===== src/rtl/link_iface_pkg.sv =====
// constants and types for the link interface reset, disable and init sequencer
package link_iface_pkg;

    // local clock
    localparam int unsigned CLK_PERIOD_NS = 25;

    // power-status deassertion timing, least times round up to whole cycles
    localparam int unsigned T_RESET_MIN_NS = 2600;
    localparam int unsigned T_DISABLE_MIN_NS = 26030;
    localparam int unsigned RESET_CYC = (T_RESET_MIN_NS + CLK_PERIOD_NS - 1) / CLK_PERIOD_NS;
    localparam int unsigned DISABLE_CYC =
        (T_DISABLE_MIN_NS + CLK_PERIOD_NS - 1) / CLK_PERIOD_NS;

    // wake from low power before the link-side clock restarts
    localparam int unsigned T_WAKE_MIN_NS = 5300000;
    localparam int unsigned WAKE_CYC = (T_WAKE_MIN_NS + CLK_PERIOD_NS - 1) / CLK_PERIOD_NS;

    // counter widths
    localparam int DLY_W = 11;
    localparam int WAKE_W = 19;
    localparam int CYC_W = 4;
    localparam logic [DLY_W-1:0] RESET_CNT = DLY_W'(RESET_CYC);
    localparam logic [DLY_W-1:0] DISABLE_CNT = DLY_W'(DISABLE_CYC);

    // link-side clock cycles counted from power-status reassertion
    localparam logic [CYC_W-1:0] FIRST_CYCLE = 4'h1;
    localparam logic [CYC_W-1:0] LAST_LOW_CYCLE = 4'h7;
    localparam logic [CYC_W-1:0] RECEIVE_CYCLE = 4'h8;

    // line widths and codes
    localparam int CTL_W = 2;
    localparam int DATA_W = 8;
    localparam logic [CTL_W-1:0] CTL_IDLE = 2'h0;
    localparam logic [CTL_W-1:0] CTL_RECEIVE = 2'h2;
    localparam logic [DATA_W-1:0] DATA_ZERO = 8'h00;
    localparam logic [DATA_W-1:0] DATA_ONES = 8'hff;

    // pin synchroniser slots
    localparam int PIN_N = 4;
    localparam int PIN_POWER = 0;
    localparam int PIN_ISO_N = 1;
    localparam int PIN_PORTS = 2;
    localparam int PIN_REQ = 3;

    typedef enum logic [2:0] {
        ST_DISABLED = 3'b000,
        ST_WAKE = 3'b001,
        ST_RESET = 3'b010,
        ST_INIT = 3'b011,
        ST_RECEIVE = 3'b100,
        ST_OPER = 3'b101
    } iface_state_t;

endpackage : link_iface_pkg


===== src/rtl/phy_link_iface_reset_disable_init.sv =====
// link interface reset, disable and initialisation sequencer
`timescale 1ns/1ps

module phy_link_iface_reset_disable_init
    import link_iface_pkg::*;
#(
    parameter int unsigned WAKE_CYCLES = WAKE_CYC
)
(
    // clock and reset
    input wire logic clk_sys,
    input wire logic rst_n,
    // pins from the link layer controller and the board
    input wire logic link_power_status,
    input wire logic isolated_mode_n,
    input wire logic ports_active,
    input wire logic link_request_line,
    // same-domain request and status handshakes
    input wire logic request_served,
    input wire logic status_event,
    input wire logic status_taken,
    // link-side clock pin
    output logic link_side_clock,
    output logic link_side_clock_oe,
    // control and data lines, one enable for both
    output logic [CTL_W-1:0] control_lines,
    output logic [DATA_W-1:0] data_lines,
    output logic link_lines_oe,
    // state reporting
    output logic low_power,
    output logic interface_ready,
    output logic request_pending,
    output logic status_pending
);

    localparam logic [WAKE_W-1:0] WAKE_LAST = WAKE_W'(WAKE_CYCLES - 1);

    // reset-style lines: floated in isolated mode, driven low otherwise
    function automatic logic rest_drive(input logic iso);
        rest_drive = !iso;
    endfunction : rest_drive

    logic [PIN_N-1:0] pin_meta;
    logic [PIN_N-1:0] pin_sync;
    logic power_ok;
    logic isolated;
    logic ports_on;
    logic req_seen;

    iface_state_t state;
    iface_state_t next_state;
    logic [WAKE_W-1:0] wake_cnt;
    logic [WAKE_W-1:0] next_wake_cnt;
    logic [CYC_W-1:0] cycle_cnt;
    logic [CYC_W-1:0] next_cycle_cnt;
    logic clk_run;
    logic next_clk_run;
    logic [CTL_W-1:0] next_ctl;
    logic [DATA_W-1:0] next_data;
    logic next_oe;
    logic next_low_power;
    logic next_ready;
    logic next_req_pending;
    logic next_status_pending;
    logic reset_hit;
    logic disable_hit;
    logic link_rise;
    logic oper_stays;

    // every pin passes two flops before use
    always_ff @(posedge clk_sys)
    begin
        if (!rst_n)
        begin
            pin_meta <= '0;
            pin_sync <= '0;
        end
        else
        begin
            pin_meta <= {link_request_line, ports_active, isolated_mode_n, link_power_status};
            pin_sync <= pin_meta;
        end
    end

    assign power_ok = pin_sync[PIN_POWER];
    assign isolated = !pin_sync[PIN_ISO_N];
    assign ports_on = pin_sync[PIN_PORTS];
    assign req_seen = pin_sync[PIN_REQ];

    power_status_timer u_timer (
        .clk_sys(clk_sys),
        .rst_n(rst_n),
        .power_ok(power_ok),
        .reset_hit(reset_hit),
        .disable_hit(disable_hit)
    );

    link_clock_gen u_clk (
        .clk_sys(clk_sys),
        .rst_n(rst_n),
        .run(clk_run),
        .isolated(isolated),
        .link_clk(link_side_clock),
        .link_clk_oe(link_side_clock_oe),
        .rise(link_rise)
    );

    // sequence state
    always_comb
    begin
        next_state = state;
        next_wake_cnt = wake_cnt;
        next_cycle_cnt = cycle_cnt;
        case (state)
            ST_DISABLED:
                if (power_ok)
                begin
                    if (low_power)
                    begin
                        next_state = ST_WAKE;
                        next_wake_cnt = '0;
                    end
                    else
                    begin
                        next_state = ST_INIT;
                        next_cycle_cnt = '0;
                    end
                end
            ST_WAKE:
                if (wake_cnt == WAKE_LAST)
                begin
                    next_state = ST_INIT;
                    next_cycle_cnt = '0;
                end
                else
                    next_wake_cnt = wake_cnt + 1'b1;
            ST_RESET:
                if (power_ok)
                begin
                    next_state = ST_INIT;
                    next_cycle_cnt = '0;
                end
            ST_INIT:
                if (link_rise)
                begin
                    next_cycle_cnt = cycle_cnt + 1'b1;
                    if (cycle_cnt + 1'b1 == RECEIVE_CYCLE)
                        next_state = ST_RECEIVE;
                end
            ST_RECEIVE:
                if (link_rise)
                    next_state = ST_OPER;
            ST_OPER:
                next_state = ST_OPER;
            default:
                next_state = ST_DISABLED;
        endcase
        // the detections lag power status by a cycle, so gate them with it
        if (!power_ok && disable_hit && state != ST_DISABLED)
            next_state = ST_DISABLED;
        else if (!power_ok && reset_hit &&
                 (state == ST_INIT || state == ST_RECEIVE || state == ST_OPER))
            next_state = ST_RESET;
    end

    // line drive and reporting, registered from the next state
    always_comb
    begin
        next_ctl = CTL_IDLE;
        next_data = DATA_ZERO;
        next_oe = rest_drive(isolated);
        case (next_state)
            ST_INIT:
                if (next_cycle_cnt == FIRST_CYCLE)
                    next_oe = 1'b1;
                else
                    next_oe = rest_drive(isolated);
            ST_RECEIVE:
            begin
                next_ctl = CTL_RECEIVE;
                next_data = DATA_ONES;
                next_oe = 1'b1;
            end
            ST_OPER:
                next_oe = 1'b1;
            default:
                next_oe = rest_drive(isolated);
        endcase
        next_clk_run = (next_state == ST_RESET) || (next_state == ST_INIT) ||
                       (next_state == ST_RECEIVE) || (next_state == ST_OPER);
        next_low_power = (next_state == ST_DISABLED) && !ports_on;
        next_ready = (next_state == ST_OPER);
        oper_stays = (state == ST_OPER) && (next_state == ST_OPER);
        // a new event wins over a clear in the same cycle
        next_req_pending = oper_stays &&
                           (req_seen || (request_pending && !request_served));
        next_status_pending = oper_stays &&
                              (status_event || (status_pending && !status_taken));
    end

    always_ff @(posedge clk_sys)
    begin
        if (!rst_n)
        begin
            state <= ST_DISABLED;
            wake_cnt <= '0;
            cycle_cnt <= '0;
            clk_run <= 1'b0;
            control_lines <= CTL_IDLE;
            data_lines <= DATA_ZERO;
            link_lines_oe <= 1'b0;
            low_power <= 1'b0;
            interface_ready <= 1'b0;
            request_pending <= 1'b0;
            status_pending <= 1'b0;
        end
        else
        begin
            state <= next_state;
            wake_cnt <= next_wake_cnt;
            cycle_cnt <= next_cycle_cnt;
            clk_run <= next_clk_run;
            control_lines <= next_ctl;
            data_lines <= next_data;
            link_lines_oe <= next_oe;
            low_power <= next_low_power;
            interface_ready <= next_ready;
            request_pending <= next_req_pending;
            status_pending <= next_status_pending;
        end
    end

    hw_reset_disabled_a: assert property (@(posedge clk_sys)
        !rst_n |=> state == ST_DISABLED && !clk_run)
        else $error("hardware reset does not leave the interface disabled");

    disable_entry_a: assert property (@(posedge clk_sys) disable iff (!rst_n)
        (!power_ok && disable_hit && state == ST_RESET)
        |=> state == ST_DISABLED ##2 !link_side_clock)
        else $error("long deassertion does not disable the interface");

    reset_entry_a: assert property (@(posedge clk_sys) disable iff (!rst_n)
        (!power_ok && reset_hit && !disable_hit && state == ST_OPER)
        |=> state == ST_RESET && data_lines == DATA_ZERO && control_lines == CTL_IDLE
            && link_lines_oe == !isolated)
        else $error("reset detection does not park the lines");

    clock_pin_a: assert property (@(posedge clk_sys) disable iff (!rst_n)
        (state == ST_DISABLED && $past(state) == ST_DISABLED && $stable(isolated))
        |-> !link_side_clock && link_side_clock_oe == !isolated)
        else $error("stopped link-side clock pin in the wrong state");

    low_power_a: assert property (@(posedge clk_sys) disable iff (!rst_n)
        (state == ST_DISABLED && next_state == ST_DISABLED && !ports_on) |=> low_power)
        else $error("disabled with idle ports but not in low power");

    fast_restart_a: assert property (@(posedge clk_sys) disable iff (!rst_n)
        (state == ST_DISABLED && power_ok && !low_power)
        |=> state == ST_INIT && clk_run ##2 link_side_clock)
        else $error("link-side clock not restarted promptly");

    wake_restart_a: assert property (@(posedge clk_sys) disable iff (!rst_n)
        (state == ST_WAKE && wake_cnt == WAKE_LAST && power_ok) |=> state == ST_INIT)
        else $error("wake wait does not end at the wake count");

    iso_one_cycle_a: assert property (@(posedge clk_sys) disable iff (!rst_n)
        (state == ST_INIT && isolated && $stable(isolated) && cycle_cnt != FIRST_CYCLE)
        |-> !link_lines_oe)
        else $error("isolated lines driven outside the first full cycle");

    direct_low_a: assert property (@(posedge clk_sys) disable iff (!rst_n)
        (state == ST_INIT && !isolated && $stable(isolated) && cycle_cnt <= LAST_LOW_CYCLE)
        |-> link_lines_oe && data_lines == DATA_ZERO && control_lines == CTL_IDLE)
        else $error("direct mode lines not held low during first seven cycles");

    receive_a: assert property (@(posedge clk_sys) disable iff (!rst_n)
        (state == ST_INIT && link_rise && cycle_cnt == LAST_LOW_CYCLE && power_ok)
        |=> control_lines == CTL_RECEIVE && data_lines == DATA_ONES && link_lines_oe)
        else $error("receive indication missing on the eighth cycle");

    ready_gate_a: assert property (@(posedge clk_sys) disable iff (!rst_n)
        (request_pending || status_pending) |-> interface_ready && state == ST_OPER)
        else $error("request or status kept while not operational");

    idle_after_receive_a: assert property (@(posedge clk_sys) disable iff (!rst_n)
        (state == ST_RECEIVE && link_rise && power_ok)
        |=> interface_ready && control_lines == CTL_IDLE && data_lines == DATA_ZERO)
        else $error("idle not shown after receive indication");

    reset_seen_c: cover property (@(posedge clk_sys) disable iff (!rst_n)
        state == ST_OPER ##1 state == ST_RESET);

    reinit_from_reset_c: cover property (@(posedge clk_sys) disable iff (!rst_n)
        state == ST_RESET ##1 state == ST_INIT);

    wake_c: cover property (@(posedge clk_sys) disable iff (!rst_n)
        state == ST_WAKE ##1 state == ST_INIT);

    operational_c: cover property (@(posedge clk_sys) disable iff (!rst_n)
        state == ST_RECEIVE ##1 state == ST_OPER);

endmodule : phy_link_iface_reset_disable_init


===== src/rtl/power_status_timer.sv =====
// deassertion timer for the power-status line on the local clock
`timescale 1ns/1ps
module power_status_timer
    import link_iface_pkg::*;
(
    // clock and reset
    input wire logic clk_sys,
    input wire logic rst_n,
    // synchronised power status
    input wire logic power_ok,
    // detections
    output logic reset_hit,
    output logic disable_hit
);

    logic [DLY_W-1:0] cnt;
    logic [DLY_W-1:0] next_cnt;
    logic next_reset_hit;
    logic next_disable_hit;

    // saturates so a long disable never wraps back into a reset detection
    always_comb
    begin
        if (power_ok)
            next_cnt = '0;
        else if (cnt == DISABLE_CNT)
            next_cnt = cnt;
        else
            next_cnt = cnt + 1'b1;
        next_reset_hit = !power_ok && (next_cnt >= RESET_CNT);
        next_disable_hit = !power_ok && (next_cnt == DISABLE_CNT);
    end

    always_ff @(posedge clk_sys)
    begin
        if (!rst_n)
        begin
            cnt <= '0;
            reset_hit <= 1'b0;
            disable_hit <= 1'b0;
        end
        else
        begin
            cnt <= next_cnt;
            reset_hit <= next_reset_hit;
            disable_hit <= next_disable_hit;
        end
    end

    count_clear_a: assert property (@(posedge clk_sys) disable iff (!rst_n)
        power_ok |=> (cnt == '0) && !reset_hit && !disable_hit)
        else $error("deassert count not cleared by asserted power status");

    reset_time_a: assert property (@(posedge clk_sys) disable iff (!rst_n)
        (!power_ok && cnt == RESET_CNT - 1'b1) |=> reset_hit && !$past(reset_hit))
        else $error("reset detection not at the reset-detect count");

    disable_time_a: assert property (@(posedge clk_sys) disable iff (!rst_n)
        $rose(disable_hit) |-> cnt == DISABLE_CNT && $past(cnt) == DISABLE_CNT - 1'b1)
        else $error("disable detection not at the disable-detect count");

endmodule : power_status_timer


===== src/rtl/link_clock_gen.sv =====
// link-side clock divider with half-cycle low start
`timescale 1ns/1ps
module link_clock_gen
    import link_iface_pkg::*;
(
    // clock and reset
    input wire logic clk_sys,
    input wire logic rst_n,
    // control
    input wire logic run,
    input wire logic isolated,
    // clock pin and edge marker
    output logic link_clk,
    output logic link_clk_oe,
    output logic rise
);

    logic started;
    logic next_clk;
    logic next_oe;
    logic next_rise;

    // divide by two; the first half cycle after start stays low
    always_comb
    begin
        next_clk = run && started && !link_clk;
        next_oe = run || !isolated;
        next_rise = next_clk && !link_clk;
    end

    always_ff @(posedge clk_sys)
    begin
        if (!rst_n)
        begin
            started <= 1'b0;
            link_clk <= 1'b0;
            link_clk_oe <= 1'b0;
            rise <= 1'b0;
        end
        else
        begin
            started <= run;
            link_clk <= next_clk;
            link_clk_oe <= next_oe;
            rise <= next_rise;
        end
    end

    clk_stop_a: assert property (@(posedge clk_sys) disable iff (!rst_n)
        !run |=> !link_clk [*2])
        else $error("link-side clock toggles while stopped");

    start_low_a: assert property (@(posedge clk_sys) disable iff (!rst_n)
        ($rose(run) ##1 run) |-> !link_clk ##1 link_clk)
        else $error("link-side clock does not start with a low half cycle");

endmodule : link_clock_gen


===== config.mk =====
export PLATFORM = sky130hd
export DESIGN_NAME = phy_link_iface_reset_disable_init
export DESIGN_NICKNAME = d
export VERILOG_FILES = /design/src/rtl/link_iface_pkg.sv /design/src/rtl/phy_link_iface_reset_disable_init.sv /design/src/rtl/power_status_timer.sv /design/src/rtl/link_clock_gen.sv
export SDC_FILE = /design/constraint.sdc
export NUM_CORES = 1
export LEC_CHECK = 0
export ABC_AREA = 0
export ABC_CLOCK_PERIOD_IN_PS = 3200
export BUFFER_PORTS_ARGS = -buffer_cell sky130_fd_sc_hd__buf_2
export CAP_MARGIN = 20
export CORE_ASPECT_RATIO = 0.75
export CORE_UTILIZATION = 50
export DETAILED_ROUTE_END_ITERATION = 8
export GPL_ROUTABILITY_DRIVEN = 0
export GPL_TIMING_DRIVEN = 0
export PLACE_DENSITY = 0.69
export SYNTH_ARGS = -nofsm -noshare
export SYNTH_HDL_FRONTEND = slang
export SYNTH_SLANG_ARGS = --single-unit

===== constraint.sdc =====
create_clock -name clk_sys -period 3.2 [get_ports clk_sys]
set_clock_uncertainty 0.05 [all_clocks]
set_input_delay 0.32 -clock clk_sys [delete_from_list [all_inputs] [get_ports clk_sys]]
set_output_delay 0.32 -clock clk_sys [all_outputs]
set_load 0.1 [all_outputs]

== After elaboration in Yosys (flattened, before gate mapping) ==
Cells that the tools add are included.
Word-level totals
  memories: 0
  bits of input ports: 9
  RAM bits: 0
  register bits: 67
  latch bits: 0
  bits in read-only memories: 0
Operators by class
  shifts and indexed selects: 0
  equality and inequality tests: 17
  reduce and logical (&&, ||, !) cells: 34
  div/mod/pow operators: 0
  magnitude comparators: 1
  $mul: 0
  bitwise operators: 0
  mux-type cells: 26
  $add $sub $neg: 3
Operators with widths (count)
  $mux W19: 3
  $pmux W19 S2: 1
  $mux W3: 8
  $eq A11 B11 Y1 const B: 2
  $mux W11: 2
  $mux W4: 5
  $add A19 B1 Y19 const B: 1
  $eq A19 B18 Y1 const B: 1
  $pmux W3 S6: 1
  $pmux W4 S4: 1
  $logic_and A1 B1 Y1: 15
  $eq A3 B2 Y1 const B: 4
  $eq A3 B3 Y1 const B: 4
  $add A11 B1 Y11 const B: 1
  $ge A11 B7 Y1 const B: 1
  $logic_or A1 B1 Y1: 8
  $mux W8: 1
  $logic_not A3 Y1: 2
  $ne A2 B2 Y1 const B: 3
  $logic_not A1 Y1: 5
  $add A4 B1 Y4 const B: 1
  $eq A4 B1 Y1 const B: 1
  $eq A4 B4 Y1 const B: 1
  $mux W2: 2
  7 further kinds: 7

== Depth between registers and ports, before layout ==
Gate-level depths: netlist of the first run.
  word-level depth: 11
  mapped depth: 7
  gate-level depth less buffers: 7

== Hierarchy ==
A second synthesis of the first run with hierarchy kept.
Second synthesis, totals
  cell total of the unflattened synthesis: 342
  area total of the unflattened synthesis: 2935.3 um^2
Modules (own cells, without submodules)
  phy_link_iface_reset_disable_init: sequential area each 820.8 um^2, times used 1, cells each 245, area each 2077.0 um^2
  power_status_timer: sequential area each 260.2 um^2, times used 1, cells each 89, area each 762.0 um^2
  link_clock_gen: sequential area each 60.1 um^2, times used 1, cells each 8, area each 96.3 um^2

== Least setup slack after synthesis of the first run ==
OpenSTA, ideal clock, no wires.
  path kind: register to register
  start: register low_power
  end: register wake_cnt[18]
  path slack: 777 ps
  data arrival time: 2313 ps
  library setup time: 59 ps
  period minus slack after synthesis: 2423 ps
  cell stages (with the launch flop): 6
  data required time: 3091 ps
  cell sequence: dfxtp_1 > a21oi_1 > nor4_2 > o211ai_1 > or4_1 > nand2_1
On the way
  word-level cells in the longest chain between the ends: 2
RTL lines
  start, declared: line phy_link_iface_reset_disable_init.sv:30  | output logic low_power,
  start signal, assigned: line phy_link_iface_reset_disable_init.sv:226  | low_power <= next_low_power;
  $ne A2 B2 Y1 (no line)
  $reduce_and A4 Y1 (no line)
  end signal, assigned: line phy_link_iface_reset_disable_init.sv:220  | wake_cnt <= next_wake_cnt;
  end, declared: line phy_link_iface_reset_disable_init.sv:52  | logic [WAKE_W-1:0] wake_cnt;
No other way between the ends.
A chain may end at the register's enable or synchronous reset.

== Worst setup path after layout of the first run ==
  start: register wake_cnt[0]
  end: register wake_cnt[18]
On the way
  word-level cells in the longest chain between the ends: 3
RTL lines (line)
  $add A19 B1 Y19 or $eq A19 B18 Y1 (tied branches): phy_link_iface_reset_disable_init.sv:136, phy_link_iface_reset_disable_init.sv:130
  $mux W19 or $ne A2 B2 Y1 (tied branches)
  $pmux W19 S2 or $reduce_and A4 Y1 (tied branches)
Parallel ways exist; a longest one is shown, timed or not. The select of a mux whose other input is x is not followed.

==> results.yml, run 1 <==
sta:
  endpoints_failing_setup: 0
  relative_max_transition_margin: 0.591
  slew_viol_final: 0
  achievable-frequency_mhz: 426
  finalCritPeriodShare: 0.734
  final_hold_viol_count: 0
  setup_tns_ps: 0
  rsz0062_at_grt: "no"
  worst_pin_slew_ps: 611
  finalCriticalPeriod_ps: 2350
final_layout:
  syn_to_final_growth_pct: 14.7
  layout-drive-gt1-share: 0.179
  final_stage_net_count: 378
  layout.area.seq_mm2: 0.00114
  multiInputGateArea_mm2: 0.00154
  n_antenna_cell: 0
  fill_cells: 487
  postLayoutCoreUtil: 0.604
  layoutNonFillerInstCount: 444
route:
  avgRoutedWirePerCell_um: 13.3
  drt_drc_violations_left: 0
  postRouteWirelength_um: 5910
  antenna_violating_nets_left: 0
  route.vias.total: 2401
  vias_per_cell: 5.41
  drt-initial-drc-count: 105
  firstDrtPassIters: 4
setup_path:
  critical_path_rt_ps: 3430
  critPathArrivalTime_ps: 2570
  timing_worst_setup_path_type: "reg -> reg"
  setup.worst_path.end_class: "flip-flop"
  cp-start-kind: "flip-flop"
  crit_fanout: 5
clock_tree:
  clk-insertion-delay-late_ps: 330
  tritoncts_clock_tree: "yes"
  postCtsSetupRepairBufs: 0
  worst_setup_hold_path_clk_slew_ps: 70
  cts.hold.buffers_added: 0
  cts.repair.resized: 0
  cts_inserted_buffers: 9
  clock_tree.root_cell: "clkbuf_8"
  max-clock-path-buffers: 2
  clock_sink_count: 57
  htree_levels: 3
floorplan:
  die-width_um: 89.4
  ioPinCount: 26
  fp-row-count: 23
  floorplan.initialDensity: 0.527
  die_area_mm2: 0.00604
  core_area_mm2: 0.00544
  die_height_um: 67.6
synth:
  synth-edff-count: 0
  post_synthesis_register_bit_count: 57
  synth_flop_cell: "dfxtp_1"
  post_syn_nets: 342
  synth_top_cell_by_area: "dfxtp_1"
  yosysMostFrequentCell: "dfxtp_1"
  yosys-top-cells-area: "dfxtp_1 (40%), nor2_1 (4.1%), a21oi_1 (3.1%)"
  synthCells: 329
  syn_area_per_cell_um2: 8.71
  ys_top_cells_by_count: "dfxtp_1 (57), nor2_1 (31), a21oi_1 (18), nand2_1 (18), and2_1 (14)"
  async_reset_ff_frac: 0
  synth_cell_types: 68
  synthesis.yosys.warnings: 0
  synth.top_cell.area_share: 0.398
  synthesis.area_mm2: 0.00287
  synth_sequential_area_ratio: 0.398
power:
  power_density_mw_per_mm2: 455
  fin_total_pwr_uw: 1490
  irDropWorstVdd_mv: 0.343
  leakagePower_uw: 0.00126
grt:
  grt_first_pass_wirelength_um: 10000
  groute.usage.overall: 0.221
  grt.overflow.total: 0
  antenna_found_initial: 0
  maximum_number_of_pins_on_one_net_before_global_route_repair: 11
  grt_pass1_vias: 2094
job:
  cap_violations: 0
placement:
  port_buffers: 24
  dp_cells: 429
  place_hpwl_um: 4200
outcome:
  status: "finished clean"
min_path:
  worstHoldPathType: "in -> reg"
## stage by stage
| step | hold slack, ps | cell area (µm²) | setup slack [ps] |
|---|---|---|---|
| after detailed placement | 372 | 3090 | 931 |
| after CTS | 128 | 3290 | 893 |
| after global routing | 132 | 3290 | 636 |
| after global placement | 365 | 3080 | 917 |
| after floorplan | 362 | 2870 | 777 |
| final | 141 | 3290 | 852 |
## routing by layer
layer / vias up / part of all wire / global-route usage
li1: 1250 / - / -
met1: 1085 / 0.52 / 0.327
met2: 57 / 0.40 / 0.300
met3: 9 / 0.063 / 0.0648
met4: 0 / 0.014 / 0.0734
met5: - / 0 / 0
## worst max-delay path, stage by stage, from the launching register on
cell and delay [ps]:
dfxtp_1 400, ha_1 220, nand4_1 180, nor4_2 500, o211ai_1 330, or4_1 540
nand2_1 80
## cells by family after synthesis
group                      Yosys count  share of synthesized area
DFF                                 57                      0.398
xor gates and xnor gates            17                     0.0519
and+or+nand+nor                    134                      0.268
AOI/OAI and AO/OA                   78                      0.193
other                                1                    0.00131
muxes                                2                    0.00698
buffers and inverters               36                     0.0633
adders and majority gates            4                     0.0175
## flip-flops by register name, indices dropped and copies added (netlist names)
| name | flops |
|---|---|
| link_lines_oe | 1 |
| u_timer.reset_hit | 1 |
| clk_run | 1 |
| data_lines | 1 |
| cycle_cnt | 4 |
| u_timer.disable_hit | 1 |
| u_clk.link_clk_oe | 1 |
| state | 3 |
| u_timer.cnt | 11 |
| status_pending | 1 |
| u_clk.started | 1 |
| wake_cnt | 19 |
| low_power | 1 |
| pin_sync | 4 |
| u_clk.rise | 1 |
| interface_ready | 1 |
| request_pending | 1 |
| pin_meta | 4 |
## final cells by class
class | instances | area share
Tap cell | 75 | 0.0285
Sequential cell | 57 | 0.347
Multi-Input combinational cell | 236 | 0.470
Clock buffer | 12 | 0.0472
Clock inverter | 3 | 0.0122
Timing Repair Buffer | 25 | 0.0400
Inverter | 10 | 0.0114
Buffer | 26 | 0.0438
## placed cells by master (no fill, tap or decap), types with 4 or more instances in the layout
cell type	n
a21oi_1	18
a31oi_1	4
and2_1	14
and3_1	4
and4_1	4
buf_2	28
buf_4	9
clkbuf_1	12
clkbuf_8	11
dfxtp_1	57
ha_1	4
inv_1	10
nand2_1	18
nand3_1	8
nand4_1	6
nor2_1	31
nor2b_1	7
nor3_1	8
o2111ai_1	5
o211ai_1	5
o21a_1	6
o21ai_0	9
o21ai_1	4
or3_1	7
xnor2_1	7
xor2_1	10
## path summary, 6_finish.rpt
check               start             end  slack, ps  depth (start not counted)
max reg2reg   wake_cnt[0]    wake_cnt[18]        850                          6
min          status_event  status_pending        140                          3
min reg2reg   pin_meta[2]     pin_sync[2]        380                          1
max           wake_cnt[0]    wake_cnt[18]        850                          6
## where the power goes
group          switching (µW)  total (µW)  leakage, µW  internal, µW
Combinational            65.0        96.4     0.000692          31.4
Clock                     270         665     0.000102           395
Sequential               10.4         733     0.000462           722
Power figures use the tool's default switching activity.
==> inputs of run 2 (changes only) <==
Settings changed: ABC_AREA 0 to 1, ABC_CLOCK_PERIOD_IN_PS 3200 to 2400.
Clock period 3.2 ns to 2.4 ns, I/O delays scaled along.
==> run 2 against run 1 <==
Non-clock buffer count down 11. Largest cell class unchanged. Design area up 2.1%. Critical path depth up 5.
==> results.yml, run 2 <==
sta:
  final_hold_viol_count: 0
  postLayoutSetupSlackWorst_ps: 377
  finalCritPeriodShare: 0.843
  slew_viol_final: 0
  worst_pin_slew_ps: 641
  achievable-frequency_mhz: 494
  rsz0062_at_grt: "no"
  endpoints_failing_setup: 0
  relative_max_transition_margin: 0.568
  finalCriticalPeriod_ps: 2020
  setup_tns_ps: 0
synth:
  synth_flop_cell: "dfxtp_1"
  synth_fa_ha_area_frac: 0.0172
  synthesis.area_mm2: 0.00291
  combinational_family_with_the_most_area_after_synthesis: "simple AND/OR/NAND/NOR gates"
  synth-edff-count: 0
  synth-simple-area-share: 0.347
  yosysMostFrequentCell: "nand2_1"
  post_syn_nets: 424
  async_reset_ff_frac: 0
  yosys-top-cells-area: "dfxtp_1 (39%), nand2_1 (12%), inv_1 (6.7%)"
  synth_compound_area_frac: 0.0945
  xor_xnor_share_of_the_synthesized_area: 0.0271
  ys_top_cells_by_count: "nand2_1 (97), dfxtp_1 (57), inv_1 (52), nor2_1 (42), a21oi_1 (24)"
  synth_cell_types: 41
  synthesis.yosys.warnings: 0
  post_synth_mux_area_share: 0
  syn_area_per_cell_um2: 7.09
  synthCells: 411
  synth_top_cell_by_area: "dfxtp_1"
  synth_sequential_area_ratio: 0.392
  synth.top_cell.area_share: 0.392
  post_synthesis_register_bit_count: 57
outcome:
  status: "finished clean"
min_path:
  worst_hold_path.endpoint: "pin_meta[0]"
  hp-start: "link_power_status"
  holdPathStages: 3
  worstHoldPathType: "in -> reg"
floorplan:
  die_height_um: 68.1
  fp-row-count: 23
  die-width_um: 90.2
  die_area_mm2: 0.00614
  core_area_mm2: 0.00547
  floorplan.initialDensity: 0.533
  ioPinCount: 26
final_layout:
  largest_register: "wake_cnt"
  syn_to_final_growth_pct: 15.2
  multiInputGateArea_mm2: 0.00142
  n_antenna_cell: 0
  final_stage_net_count: 459
  layout_common_cells: "nand2_1 (97), dfxtp_1 (57), inv_1 (52), nor2_1 (42), buf_2 (25)"
  largest_reg_flops: 19
  layout.area.seq_mm2: 0.00114
  layout-drive-gt1-share: 0.188
  fill_cells: 533
  mostFrequentLayoutCell: "nand2_1"
  largestRegisters: "wake_cnt (19), u_timer.cnt (11)"
setup_path:
  crit_fanout: 10
  cp-start-kind: "flip-flop"
  slack_of_the_worst_reg_to_reg_path_ps: 380
  setup.worst_path.end_class: "flip-flop"
  critical_path_rt_ps: 2560
  critPathArrivalTime_ps: 2180
  timing_worst_setup_path_type: "reg -> reg"
  cell_count_of_the_worst_reg_to_reg_path: 11
  setup.worst_path.start: "wake_cnt[0]"
  timing.rr.end: "wake_cnt[6]"
  r2r-start: "wake_cnt[0]"
grt:
  met2_grt_util: 0.343
  globalRouteMet3Util: 0.0633
  maximum_number_of_pins_on_one_net_before_global_route_repair: 11
  grt.overflow.total: 0
  grt.busiest_layer: "met2"
  grt_first_pass_wirelength_um: 10100
  grt_met1_use: 0.269
  grt_pass1_vias: 2319
  antenna_found_initial: 0
  groute.usage.overall: 0.214
clock_tree:
  clock_tree.root_cell: "clkbuf_8"
  tritoncts_clock_tree: "yes"
  worst_setup_hold_path_clk_slew_ps: 70
  max-clock-path-buffers: 2
  cts.repair.resized: 0
  htree_levels: 3
  postCtsSetupRepairBufs: 0
  cts_inserted_buffers: 9
  clock_sink_count: 57
  cts.hold.buffers_added: 0
  clk-insertion-delay-late_ps: 340
route:
  vias_per_cell: 5.01
  firstDrtPassIters: 4
  avgRoutedWirePerCell_um: 11.3
  route.vias.total: 2637
  postRouteWirelength_um: 5940
  antenna_violating_nets_left: 0
  drt-initial-drc-count: 118
  drt_drc_violations_left: 0
power:
  power_density_mw_per_mm2: 684
  leakagePower_uw: 0.00162
  irDropWorstVdd_mv: 0.368
placement:
  placement.setup.worst_slack_ps: 424
  port_buffers: 24
  place_hpwl_um: 4420
job:
  cap_violations: 0
-- run 2: cell count changes in the layout (fill, tap and decap cells not counted), moves of 6 or more --
cell / before / now
nand3_1: 8 / 23
nor2b_1: 7 / 0
and2_1: 14 / 1
nor2_1: 31 / 42
clkbuf_1: 12 / 3
nand2_1: 18 / 97
nand4_1: 6 / 13
inv_1: 10 / 52
o21a_1: 6 / 0
inv_2: 0 / 6
a21oi_1: 18 / 24
or3_1: 7 / 0
-- run 2: worst max-delay path, stage by stage (launching register included) --
cell and delay [ps]:
dfxtp_1 410, ha_1 250, inv_1 110, nor3_4 240
nand4_2 190, nand2_4 140, buf_12 140, inv_6 40
nand2_2 80, nor2_1 60, a21oi_2 130, nor3_2 40
-- run 2: worst max-delay path by stage --
| stage | end | slack, ps | depth (start not counted) |
|---|---|---|---|
| 3_5_place_dp | wake_cnt[6] | 420 | 11 |
| 6_report | wake_cnt[6] | 380 | 11 |
| 4_1_cts | wake_cnt[6] | 380 | 11 |
| 5_1_grt | wake_cnt[10] | 180 | 9 |
| 2_1_floorplan | link_lines_oe | 270 | 10 |
| 3_3_place_gp | wake_cnt[6] | 440 | 11 |
-- run 2: metrics by stage --
step	hold slack (ps)	cells	instance area, µm²	total power, µW	utilization
floorplan	288	411	2910	1240	-
global placement	333	510	3130	1290	0.572
detailed placement	346	510	3130	1300	0.572
CTS	18.4	526	3360	2310	0.614
global route	24.1	526	3360	2380	0.614
finish	31.2	526	3360	2300	0.614
-- run 2: cells by family after synthesis --
kind of cell / Yosys count
AOI/OAI and AO/OA: 49
and+or+nand+nor: 215
adders and majority gates: 4
other: 1
DFF: 57
buffers and inverters: 76
xor gates and xnor gates: 9
-- run 2: power by group --
group / switching [µW] / total [µW] / internal (µW)
registers: 24.3 / 1000 / 976
clock network: 380 / 1020 / 637
logic: 193 / 278 / 84.6
total: 598 / 2300 / 1700
-- run 2: layer usage --
layer	vias up	share of wire
li1	1390	-
met3	9	0.054
met5	-	0
met2	61	0.42
met1	1177	0.51
met4	0	0.015
-- run 2: area by class of cell --
type / count / area share
Tap cell: 75 / 0.0280
Sequential cell: 57 / 0.340
Inverter: 60 / 0.0686
Multi-Input combinational cell: 278 / 0.423
Clock inverter: 5 / 0.0231
Timing Repair Buffer: 24 / 0.0358
Buffer: 16 / 0.0365
Clock buffer: 11 / 0.0451
